### src/logic/atc_pkg.sv
`default_nettype none
package atc_pkg;

    // vertical trigger modes
    typedef enum logic [2:0] {
        vertical_free_run_mode,
        triggered_command_mode,
        triggered_command_start_stop_mode,
        vertical_one_shot_mode,
        vertical_self_one_shot_mode,
        continuous_source_mode,
        one_shot_start_first_stop_second,
        one_shot_start_stop_same_input
    } atc_vmode_t;

    // line trigger modes
    typedef enum logic [1:0] {
        line_free_run_mode,
        line_one_shot_mode,
        line_self_one_shot_mode
    } atc_hmode_t;

    // polarity: 0 rising, 1 falling
    localparam logic POL_RISING = 1'b0;
    localparam logic POL_FALLING = 1'b1;

    // acquisition commands from host
    typedef enum logic [2:0] {
        cmd_none,
        cmd_snap,
        cmd_grab,
        cmd_freeze,
        cmd_abort
    } atc_cmd_t;

    // configuration carrier
    typedef struct packed {
        atc_vmode_t vmode;
        logic vpol;
        atc_hmode_t hmode;
        logic hpol;
        logic enc_first;
        logic ext_attach;
    } atc_cfg_t;

    // raw trigger level carrier
    typedef struct packed {
        logic sw_first;
        logic sw_second;
        logic hw_first;
        logic hw_second;
    } atc_trig_t;

    localparam int SELF_FRAME_PERIOD = 1000;
    localparam int SELF_LINE_PERIOD = 50;
    localparam int LINES_PER_FRAME = 16;
    localparam logic [15:0] TABLE_RESET_VALUE = 16'h0000;

endpackage : atc_pkg
`default_nettype wire

### src/logic/atc_sync_edge.sv
`timescale 1ns/1ps
`default_nettype none
// two-flop synchroniser with edge detection after the second flop
module atc_sync_edge (
    // clock and reset
    input wire logic mclk,
    input wire logic rst_b,
    // async level in
    input wire logic din,
    // synchronised level and edges
    output logic level,
    output logic rise,
    output logic fall
);
    logic s1_q, s1_d;
    logic s2_q, s2_d;
    logic s3_q, s3_d;

    always_comb
    begin
        s1_d = din;
        s2_d = s1_q;
        s3_d = s2_q;
    end

    always_ff @(posedge mclk)
    begin
        if (!rst_b)
        begin
            s1_q <= 1'b0;
            s2_q <= 1'b0;
            s3_q <= 1'b0;
        end
        else
        begin
            s1_q <= s1_d;
            s2_q <= s2_d;
            s3_q <= s3_d;
        end
    end

    assign level = s2_q;
    assign rise = s2_q & ~s3_q;
    assign fall = ~s2_q & s3_q;
endmodule : atc_sync_edge
`default_nettype wire

### src/logic/atc_period_gen.sv
`timescale 1ns/1ps
`default_nettype none
// self trigger generator: one-cycle pulse every PERIOD cycles while enabled
module atc_period_gen #(
    parameter int PERIOD = 1000
) (
    // clock and reset
    input wire logic mclk,
    input wire logic rst_b,
    // control
    input wire logic en,
    // pulse out
    output logic tick
);
    logic [15:0] cnt_q, cnt_d;

    always_comb
    begin
        cnt_d = cnt_q;
        if (!en)
            cnt_d = 16'h0000;
        else if (cnt_q == 16'(PERIOD - 1))
            cnt_d = 16'h0000;
        else
            cnt_d = cnt_q + 16'h0001;
    end

    always_ff @(posedge mclk)
    begin
        if (!rst_b)
            cnt_q <= 16'h0000;
        else
            cnt_q <= cnt_d;
    end

    assign tick = en && (cnt_q == 16'(PERIOD - 1));
endmodule : atc_period_gen
`default_nettype wire

### src/logic/atc_trigger_ctrl.sv
//
// Behaviour
// vertical free run: frames acquired continuously, no trigger needed.
// triggered command mode: snap or grab held armed until trigger asserts.
// latched gated command starts capture at next camera frame start.
// gating applies only to snap and grab; freeze and abort act at once.
// start/stop modes generate acquisition commands from triggers themselves.
// host issues acquisition command before trigger in non start/stop modes.
// start first stop second: rise on first starts, rise on second stops.
// start stop same input: rise on first starts, its fall stops.
// frame trigger polarity selects rising or falling edge detection.
// each vertical trigger acquires one frame, or configured lines for line scan.
// external trigger acts only when attached; software triggers always usable.
// line one shot needs a line trigger per line; free run does not.
// one line polarity setting applies to all line triggers.
// with encoder first selected, second encoder input is ignored.
// FIFO reset request clears the data FIFO and freeze register.
// control table reset request returns tables to reset state.
// configured vertical mode and polarity read back from trigger logic.
// triggered command mode may lag trigger by up to one frame.
// report live level of each software and hardware trigger input.
// attach enable connects external trigger; its state is readable.
// self one shot modes generate frame or line triggers internally.
// continuous source mode accepts data continuously without trigger gating.
//
`timescale 1ns/1ps
`default_nettype none
module atc_trigger_ctrl #(
    parameter int LINES = atc_pkg::LINES_PER_FRAME,
    parameter int SELF_FRAME = atc_pkg::SELF_FRAME_PERIOD,
    parameter int SELF_LINE = atc_pkg::SELF_LINE_PERIOD
) (
    // clock and reset
    input wire logic mclk,
    input wire logic rst_b,
    // configuration and commands from host
    input wire atc_pkg::atc_cfg_t cfg,
    input wire atc_pkg::atc_cmd_t cmd,
    input wire logic cmd_valid,
    input wire logic fifo_reset_req,
    input wire logic ctab_reset_req,
    // software trigger levels
    input wire logic sw_trig_first,
    input wire logic sw_trig_second,
    // pins from camera and external sources
    input wire logic hw_trig_first,
    input wire logic hw_trig_second,
    input wire logic enc_first,
    input wire logic enc_second,
    input wire logic cam_frame_start,
    input wire logic cam_line_valid,
    // acquisition control
    output logic acq_active,
    output logic frame_capture,
    output logic line_capture,
    output logic cmd_armed,
    output logic frozen,
    output logic fifo_clear,
    output logic ctab_clear,
    output logic [15:0] ctab_value,
    // status readback
    output atc_pkg::atc_cfg_t cfg_readback,
    output atc_pkg::atc_trig_t trig_status
);
    ////////////////////////////////////////////////////////////////////////////
    // pin synchronisers
    logic hwa_lvl, hwa_rise, hwa_fall;
    logic hwb_lvl, hwb_rise, hwb_fall;
    logic enc_lvl, enc_rise, enc_fall;
    logic fs_lvl, fs_rise;
    logic lv_lvl;

    atc_sync_edge u_hwa (.mclk(mclk), .rst_b(rst_b), .din(hw_trig_first),
        .level(hwa_lvl), .rise(hwa_rise), .fall(hwa_fall));
    atc_sync_edge u_hwb (.mclk(mclk), .rst_b(rst_b), .din(hw_trig_second),
        .level(hwb_lvl), .rise(hwb_rise), .fall(hwb_fall));
    // second encoder input is never synchronised nor used
    atc_sync_edge u_enc (.mclk(mclk), .rst_b(rst_b), .din(enc_first),
        .level(enc_lvl), .rise(enc_rise), .fall(enc_fall));
    atc_sync_edge u_fs (.mclk(mclk), .rst_b(rst_b), .din(cam_frame_start),
        .level(fs_lvl), .rise(fs_rise), .fall());
    atc_sync_edge u_lv (.mclk(mclk), .rst_b(rst_b), .din(cam_line_valid),
        .level(lv_lvl), .rise(), .fall());

    logic unused_ok;
    assign unused_ok = enc_second ^ fs_lvl;

    ////////////////////////////////////////////////////////////////////////////
    // configuration registers and software trigger edges
    atc_pkg::atc_cfg_t cfg_q, cfg_d;
    logic swa_q, swa_d, swb_q, swb_d;

    always_comb
    begin
        cfg_d = cfg;
        swa_d = sw_trig_first;
        swb_d = sw_trig_second;
    end

    always_ff @(posedge mclk)
    begin
        if (!rst_b)
        begin
            cfg_q <= '0;
            swa_q <= 1'b0;
            swb_q <= 1'b0;
        end
        else
        begin
            cfg_q <= cfg_d;
            swa_q <= swa_d;
            swb_q <= swb_d;
        end
    end

    assign cfg_readback = cfg_q;
    assign trig_status = '{sw_first: sw_trig_first, sw_second: sw_trig_second,
                           hw_first: hwa_lvl, hw_second: hwb_lvl};

    // effective trigger edges: hardware only while attached
    logic a_rise, a_fall, b_rise;
    always_comb
    begin
        a_rise = (sw_trig_first & ~swa_q) | (cfg_q.ext_attach & hwa_rise);
        a_fall = (~sw_trig_first & swa_q) | (cfg_q.ext_attach & hwa_fall);
        b_rise = (sw_trig_second & ~swb_q) | (cfg_q.ext_attach & hwb_rise);
    end

    ////////////////////////////////////////////////////////////////////////////
    // self trigger generators
    logic self_frame_tick, self_line_tick;
    logic self_v_en, self_h_en;
    assign self_v_en = (cfg_q.vmode == atc_pkg::vertical_self_one_shot_mode);
    assign self_h_en = (cfg_q.hmode == atc_pkg::line_self_one_shot_mode);

    atc_period_gen #(.PERIOD(SELF_FRAME)) u_vgen (.mclk(mclk), .rst_b(rst_b),
        .en(self_v_en), .tick(self_frame_tick));
    atc_period_gen #(.PERIOD(SELF_LINE)) u_hgen (.mclk(mclk), .rst_b(rst_b),
        .en(self_h_en), .tick(self_line_tick));

    // vertical trigger with polarity
    logic vtrig;
    always_comb
    begin
        vtrig = (cfg_q.vpol == atc_pkg::POL_RISING) ? a_rise : a_fall;
        if (self_v_en)
            vtrig = self_frame_tick;
    end

    // line trigger, one polarity for all
    logic htrig;
    always_comb
    begin
        htrig = (cfg_q.hpol == atc_pkg::POL_RISING) ? enc_rise : enc_fall;
        if (self_h_en)
            htrig = self_line_tick;
    end

    ////////////////////////////////////////////////////////////////////////////
    // acquisition state
    typedef enum logic [1:0] {
        st_idle,
        st_armed,
        st_wait_frame,
        st_run
    } atc_state_t;

    atc_state_t st_q, st_d;
    logic grab_q, grab_d;
    logic frozen_q, frozen_d;
    logic [15:0] lines_q, lines_d;
    logic frame_cap_q, frame_cap_d;
    logic line_cap_q, line_cap_d;
    logic stop_d;

    logic is_ss, gated, snap_grab, line_ok;
    always_comb
    begin
        is_ss = (cfg_q.vmode == atc_pkg::triggered_command_start_stop_mode) ||
                (cfg_q.vmode == atc_pkg::one_shot_start_first_stop_second) ||
                (cfg_q.vmode == atc_pkg::one_shot_start_stop_same_input);
        gated = (cfg_q.vmode == atc_pkg::triggered_command_mode) ||
                (cfg_q.vmode == atc_pkg::vertical_one_shot_mode) ||
                (cfg_q.vmode == atc_pkg::vertical_self_one_shot_mode);
        snap_grab = cmd_valid && (cmd == atc_pkg::cmd_snap || cmd == atc_pkg::cmd_grab);
        // line one shot: capture only on a line trigger
        line_ok = (cfg_q.hmode == atc_pkg::line_free_run_mode) ? lv_lvl : htrig;
    end

    always_comb
    begin
        st_d = st_q;
        grab_d = grab_q;
        frozen_d = frozen_q;
        lines_d = lines_q;
        stop_d = 1'b0;
        frame_cap_d = 1'b0;
        line_cap_d = 1'b0;
        if (cfg_q.vmode == atc_pkg::vertical_free_run_mode ||
            cfg_q.vmode == atc_pkg::continuous_source_mode)
        begin
            // no trigger gating at all
            if (st_q == st_idle)
                st_d = (cfg_q.vmode == atc_pkg::continuous_source_mode) ? st_run : st_wait_frame;
            grab_d = 1'b1;
        end
        else if (is_ss)
        begin
            // hardware issues the commands
            unique case (cfg_q.vmode)
                atc_pkg::one_shot_start_first_stop_second:
                begin
                    if (a_rise)
                        st_d = st_wait_frame;
                    if (b_rise)
                        stop_d = 1'b1;
                end
                atc_pkg::one_shot_start_stop_same_input:
                begin
                    if (a_rise)
                        st_d = st_wait_frame;
                    if (a_fall)
                        stop_d = 1'b1;
                end
                default:
                begin
                    if (vtrig && st_q == st_idle)
                        st_d = st_wait_frame;
                    else if (vtrig)
                        stop_d = 1'b1;
                end
            endcase
            grab_d = 1'b1;
            // a stop edge while idle is dropped, never held over to the next start
            if (stop_d && st_q != st_idle)
                st_d = st_idle;
        end
        else
        begin
            // host commands gated by trigger
            if (snap_grab && st_q == st_idle)
            begin
                st_d = st_armed;
                grab_d = (cmd == atc_pkg::cmd_grab);
            end
            if (st_q == st_armed && vtrig)
                st_d = st_wait_frame;
        end
        // next frame start begins capture
        if (st_q == st_wait_frame && fs_rise)
        begin
            st_d = st_run;
            frame_cap_d = 1'b1;
            lines_d = 16'h0000;
        end
        if (st_q == st_run && line_ok && cfg_q.vmode != atc_pkg::continuous_source_mode)
        begin
            line_cap_d = 1'b1;
            lines_d = lines_q + 16'h0001;
            // one frame of LINES per vertical trigger
            if (lines_q == 16'(LINES - 1))
            begin
                lines_d = 16'h0000;
                if (grab_q && !gated)
                    st_d = st_wait_frame;
                else if (grab_q)
                    st_d = st_armed;
                else
                    st_d = st_idle;
            end
        end
        if (st_q == st_run && cfg_q.vmode == atc_pkg::continuous_source_mode)
            line_cap_d = lv_lvl;
        // freeze and abort ungated
        if (cmd_valid && cmd == atc_pkg::cmd_abort)
        begin
            st_d = st_idle;
            grab_d = 1'b0;
        end
        if (cmd_valid && cmd == atc_pkg::cmd_freeze)
        begin
            frozen_d = 1'b1;
            grab_d = 1'b0;
        end
        if (fifo_reset_req)
            frozen_d = 1'b0;
    end

    always_ff @(posedge mclk)
    begin
        if (!rst_b)
        begin
            st_q <= st_idle;
            grab_q <= 1'b0;
            frozen_q <= 1'b0;
            lines_q <= 16'h0000;
            frame_cap_q <= 1'b0;
            line_cap_q <= 1'b0;
        end
        else
        begin
            st_q <= st_d;
            grab_q <= grab_d;
            frozen_q <= frozen_d;
            lines_q <= lines_d;
            frame_cap_q <= frame_cap_d;
            line_cap_q <= line_cap_d;
        end
    end

    ////////////////////////////////////////////////////////////////////////////
    // fifo and control table resets
    logic fclr_q, fclr_d, cclr_q, cclr_d;
    logic [15:0] ctab_q, ctab_d;

    always_comb
    begin
        fclr_d = fifo_reset_req;
        cclr_d = ctab_reset_req;
        ctab_d = ctab_q;
        if (ctab_reset_req)
            ctab_d = atc_pkg::TABLE_RESET_VALUE;
        else if (frame_cap_q)
            ctab_d = ctab_q + 16'h0001;
    end

    always_ff @(posedge mclk)
    begin
        if (!rst_b)
        begin
            fclr_q <= 1'b0;
            cclr_q <= 1'b0;
            ctab_q <= atc_pkg::TABLE_RESET_VALUE;
        end
        else
        begin
            fclr_q <= fclr_d;
            cclr_q <= cclr_d;
            ctab_q <= ctab_d;
        end
    end

    assign acq_active = (st_q == st_run);
    assign frame_capture = frame_cap_q;
    assign line_capture = line_cap_q;
    assign cmd_armed = (st_q == st_armed);
    assign frozen = frozen_q;
    assign fifo_clear = fclr_q;
    assign ctab_clear = cclr_q;
    assign ctab_value = ctab_q;
endmodule : atc_trigger_ctrl
`default_nettype wire

### config.mk
export PLATFORM = sky130hd
export DESIGN_NAME = atc_trigger_ctrl
export DESIGN_NICKNAME = d
export VERILOG_FILES = /design/src/logic/atc_pkg.sv /design/src/logic/atc_sync_edge.sv /design/src/logic/atc_period_gen.sv /design/src/logic/atc_trigger_ctrl.sv
export SDC_FILE = /design/constraint.sdc
export NUM_CORES = 1
export LEC_CHECK = 0
export BUFFER_PORTS_ARGS = -buffer_cell sky130_fd_sc_hd__buf_4
export CORE_MARGIN = 8
export CORE_UTILIZATION = 45
export CTS_BUF_LIST = sky130_fd_sc_hd__clkbuf_2
export CTS_CLUSTER_SIZE = 10
export DETAILED_ROUTE_END_ITERATION = 10
export GPL_ROUTABILITY_DRIVEN = 0
export HOLD_SLACK_MARGIN = 0.03
export PLACE_DENSITY = 0.68
export SYNTH_ARGS = -nofsm -noshare
export SYNTH_HDL_FRONTEND = slang
export SYNTH_SLANG_ARGS = --single-unit
### constraint.sdc
create_clock -name mclk -period 1.8 [get_ports mclk]
set_input_delay 0.18 -clock mclk [delete_from_list [all_inputs] [get_ports mclk]]
set_output_delay 0.18 -clock mclk [all_outputs]
set_load 0.005 [all_outputs]
==> flow_metrics.env <==
export IMPL_postPlaceCellArea_mm2=0.00521
export IMPL_layout_common_cells="buf_4 (113), dfxtp_1 (91), nor2_1 (64)"
export IMPL_fin_skew_ns=0.0368
export IMPL_first_pass_iters=5
export IMPL_slew_headroom_pct=59.9
export IMPL_syn_inst=478
export IMPL_fillers=768
export IMPL_htreeDepth=3
export IMPL_io_buffers=59
export IMPL_min_period_over_period_pct=110
export IMPL_yosysTopAreaCellShare_pct=45.1
export IMPL_gr_usage_all_layers_pct=16.7
export IMPL_tightest_slew_ns=0.602
export IMPL_hold_violations=0
export IMPL_synthArstFlopShare_pct=0
export IMPL_yosys_area_top_type="dfxtp_1"
export IMPL_hold_start="cfg[0]"
export IMPL_multiInputGateArea_mm2=0.00237
export IMPL_synthFlopType="dfxtp_1"
export IMPL_p_leak_uw=0.00236
export IMPL_synth_edf_count=0
export IMPL_hp_class="input port to register"
export IMPL_final_nets=650
export IMPL_dr_total_vias=3892
export IMPL_die_w_um=114
export IMPL_stdcell_area_mm2=0.00586
export IMPL_violations="setup timing"
export IMPL_fmax_ghz=0.505
export IMPL_outcome="finished with violations"
export IMPL_start_util_pct=46.6
export IMPL_clkLatencyLatePin_ns=0.53
export IMPL_die_y_um=114
export IMPL_syn_area_mm2=0.00430
export IMPL_syn_area_per_cell_um2=9.00
export IMPL_tritoncts="done"
export IMPL_finalMaxSlewViolations=0
export IMPL_synth_simple_gate_area_share_pct=29.9
export IMPL_dpl_hpwl_mm=7.38
export IMPL_die_area_mm2=0.0129
export IMPL_synth_xor_area_share_pct=8.55
export IMPL_ys_warn_count=0
export IMPL_drt_iter0_drc=95
export IMPL_fin_cells=754
export IMPL_worstHoldEndpoint="cfg_readback[0]$_SDFF_PN0_"
export IMPL_area_growth_pct=36.1
export IMPL_critPathKind="register to register"
export IMPL_cts_buffers=9
export IMPL_max_cap_violations=0
export IMPL_grt_max_degree=21
export IMPL_synth_top_family_by_area="simple AND/OR/NAND/NOR gates"
export IMPL_grt_pass1_wl_mm=17.9
export IMPL_cts_root_buf="clkbuf_2"
export IMPL_antenna_found_initial=0
export IMPL_cp_required_ns=2.27
export IMPL_grt_ovfl_total=0
export IMPL_drt_wl_total_mm=10.6
export IMPL_grt_pass1_vias=3956
export IMPL_core_area_mm2=0.00924
export IMPL_synthMuxAreaShare_pct=0.465
export IMPL_final_seq_area_mm2=0.00195
export IMPL_antennaDiodeCount=0
export IMPL_drc_errors=0
export IMPL_postLayoutCoreUtil_pct=63.4
export IMPL_post_place_ws_ns=-0.145
export IMPL_endpoint_kind="register"
export IMPL_setup_viol=11
export IMPL_min_path_cells=3
export IMPL_ys_seq_area_share_pct=45.1
export IMPL_rsz0062_at_grt="true"
export IMPL_worstPathMaxFanout=4
export IMPL_synth_seq_cells=97
export IMPL_crit_arrival_ns=2.45
export IMPL_ant_nets=0
export IMPL_p_per_area_mw_per_mm2=597
export IMPL_cp_start_kind="register"
export IMPL_synth_compound_area_share_pct=10.9
export IMPL_pin_count=61
export IMPL_synth_adder_area_share_pct=1.45
export IMPL_num_rows=35
export IMPL_max_vdd_ir_drop_mv=0.402
export IMPL_r2r_end="lines_q[3]$_SDFFE_PN0P_"
export IMPL_syn_num_nets=508
export IMPL_r2r_start="u_hgen.cnt_q[1]$_SDFF_PP0_"
export IMPL_synth_area_leaders="dfxtp_1 (45%), xor2_1 (6.5%), nor2_1 (5.6%)"
export IMPL_vias_per_cell=5.16
export IMPL_layout_commonest_cell="buf_4"
export IMPL_drive_above_1_share_pct=28.5
export IMPL_reg2reg_slack_ns=-0.18
export IMPL_r2r_cells=7
export IMPL_synthDistinctLibCells=62
export IMPL_clockBufferDepth=2
export IMPL_dpl_cell_count=701
export IMPL_finalWorstSetupSlack_ns=-0.178
export IMPL_path_clk_slew_ns=0.25
export IMPL_wl_per_cell_um=14.1
export IMPL_cts_sinks=97
export IMPL_fin_crit_ns=1.98
sequential cells by signal, indices dropped and copies added, names as in the netlist, 2 cells and up:
signal / count
st_q: 2
u_vgen.cnt_q: 16
ctab_value: 16
cfg_readback: 9
u_hgen.cnt_q: 16
lines_q: 16
worst max-delay path by stage:
stage,startpoint,depth (start not counted),end,slack (ns)
floorplan,u_vgen.cnt_q[0]$_SDFF_PP0_,7,u_vgen.cnt_q[10]$_SDFF_PP0_,0.04
global placement,u_hgen.cnt_q[1]$_SDFF_PP0_,8,lines_q[13]$_SDFFE_PN0P_,-0.07
detailed placement,u_hgen.cnt_q[1]$_SDFF_PP0_,8,lines_q[9]$_SDFFE_PN0P_,-0.15
CTS,u_hgen.cnt_q[1]$_SDFF_PP0_,7,lines_q[3]$_SDFFE_PN0P_,-0.11
global route,u_hgen.cnt_q[1]$_SDFF_PP0_,7,lines_q[3]$_SDFFE_PN0P_,-0.28
finish,u_hgen.cnt_q[1]$_SDFF_PP0_,7,lines_q[3]$_SDFFE_PN0P_,-0.18
critical path, stage by stage, from the launching register on:
cell and delay [ns]:
dfxtp_2 0.38, inv_2 0.06, ha_4 0.12, nor4b_4 0.18
a41o_2 0.28, nand4_1 0.22, or4b_4 0.58, a21oi_2 0.12
cell usage after synthesis (all sizes together) (10+ instances only):
cell type   n
a21oi      18
and2       32
and3       18
buf        11
dfxtp      97
inv        10
nand2      31
nand3      20
nand4      12
nor2       65
nor3       12
o21ai      13
xnor2      10
xor2       32
cell type report:
type                       count  share of cell area, %
multi-input combinational    351                   40.5
sequential                    97                   33.3
timing repair buffer         151                   21.3
tap                          129                   2.76
clock buffer                   9                  0.769
clock inverter                 7                  0.769
inverter                      10                  0.641
timing repair:
item / CTS / global route
buffers inserted: 4 / 1
gates resized for setup: 30 / 14
pin swaps: 18 / 13
cloned: 1 / 0
hold buffers: 32 / 0
endpoints found under the setup margin: 18 / 19
endpoints found under the hold margin: 26 / 0
per-layer routing:
metal	GRT usage [%]	share of wire, %
met5	0	0
met4	5.32	1.5
met3	4.01	5.1
met2	29.5	51
met1	19.3	42
cells by family after synthesis:
kind of cell    after synthesis
compound gates               66
buf+inv                      30
fa+ha+maj                     5
xor+xnor                     42
flops                        97
mux                           2
simple gates                236
per-stage QoR:
| stage | hold slack [ns] | total power, uW | setup TNS (ns) |
|---|---|---|---|
| after global placement | 0.352 | 2540 | -0.735 |
| after CTS | 0.352 | 3520 | -0.252 |
| final | 0.396 | 3500 | -0.703 |
| after floorplan | 0.257 | 2410 | 0 |
| after detailed placement | 0.359 | 2550 | -1.55 |
| after global routing | 0.342 | 3660 | -2.93 |
power by group:
| part | total (uW) | internal [uW] | switching, uW |
|---|---|---|---|
| logic | 367 | 205 | 163 |
| registers | 2220 | 2190 | 29.4 |
| clock network | 907 | 178 | 730 |
(Power assumes the default switching activity.)
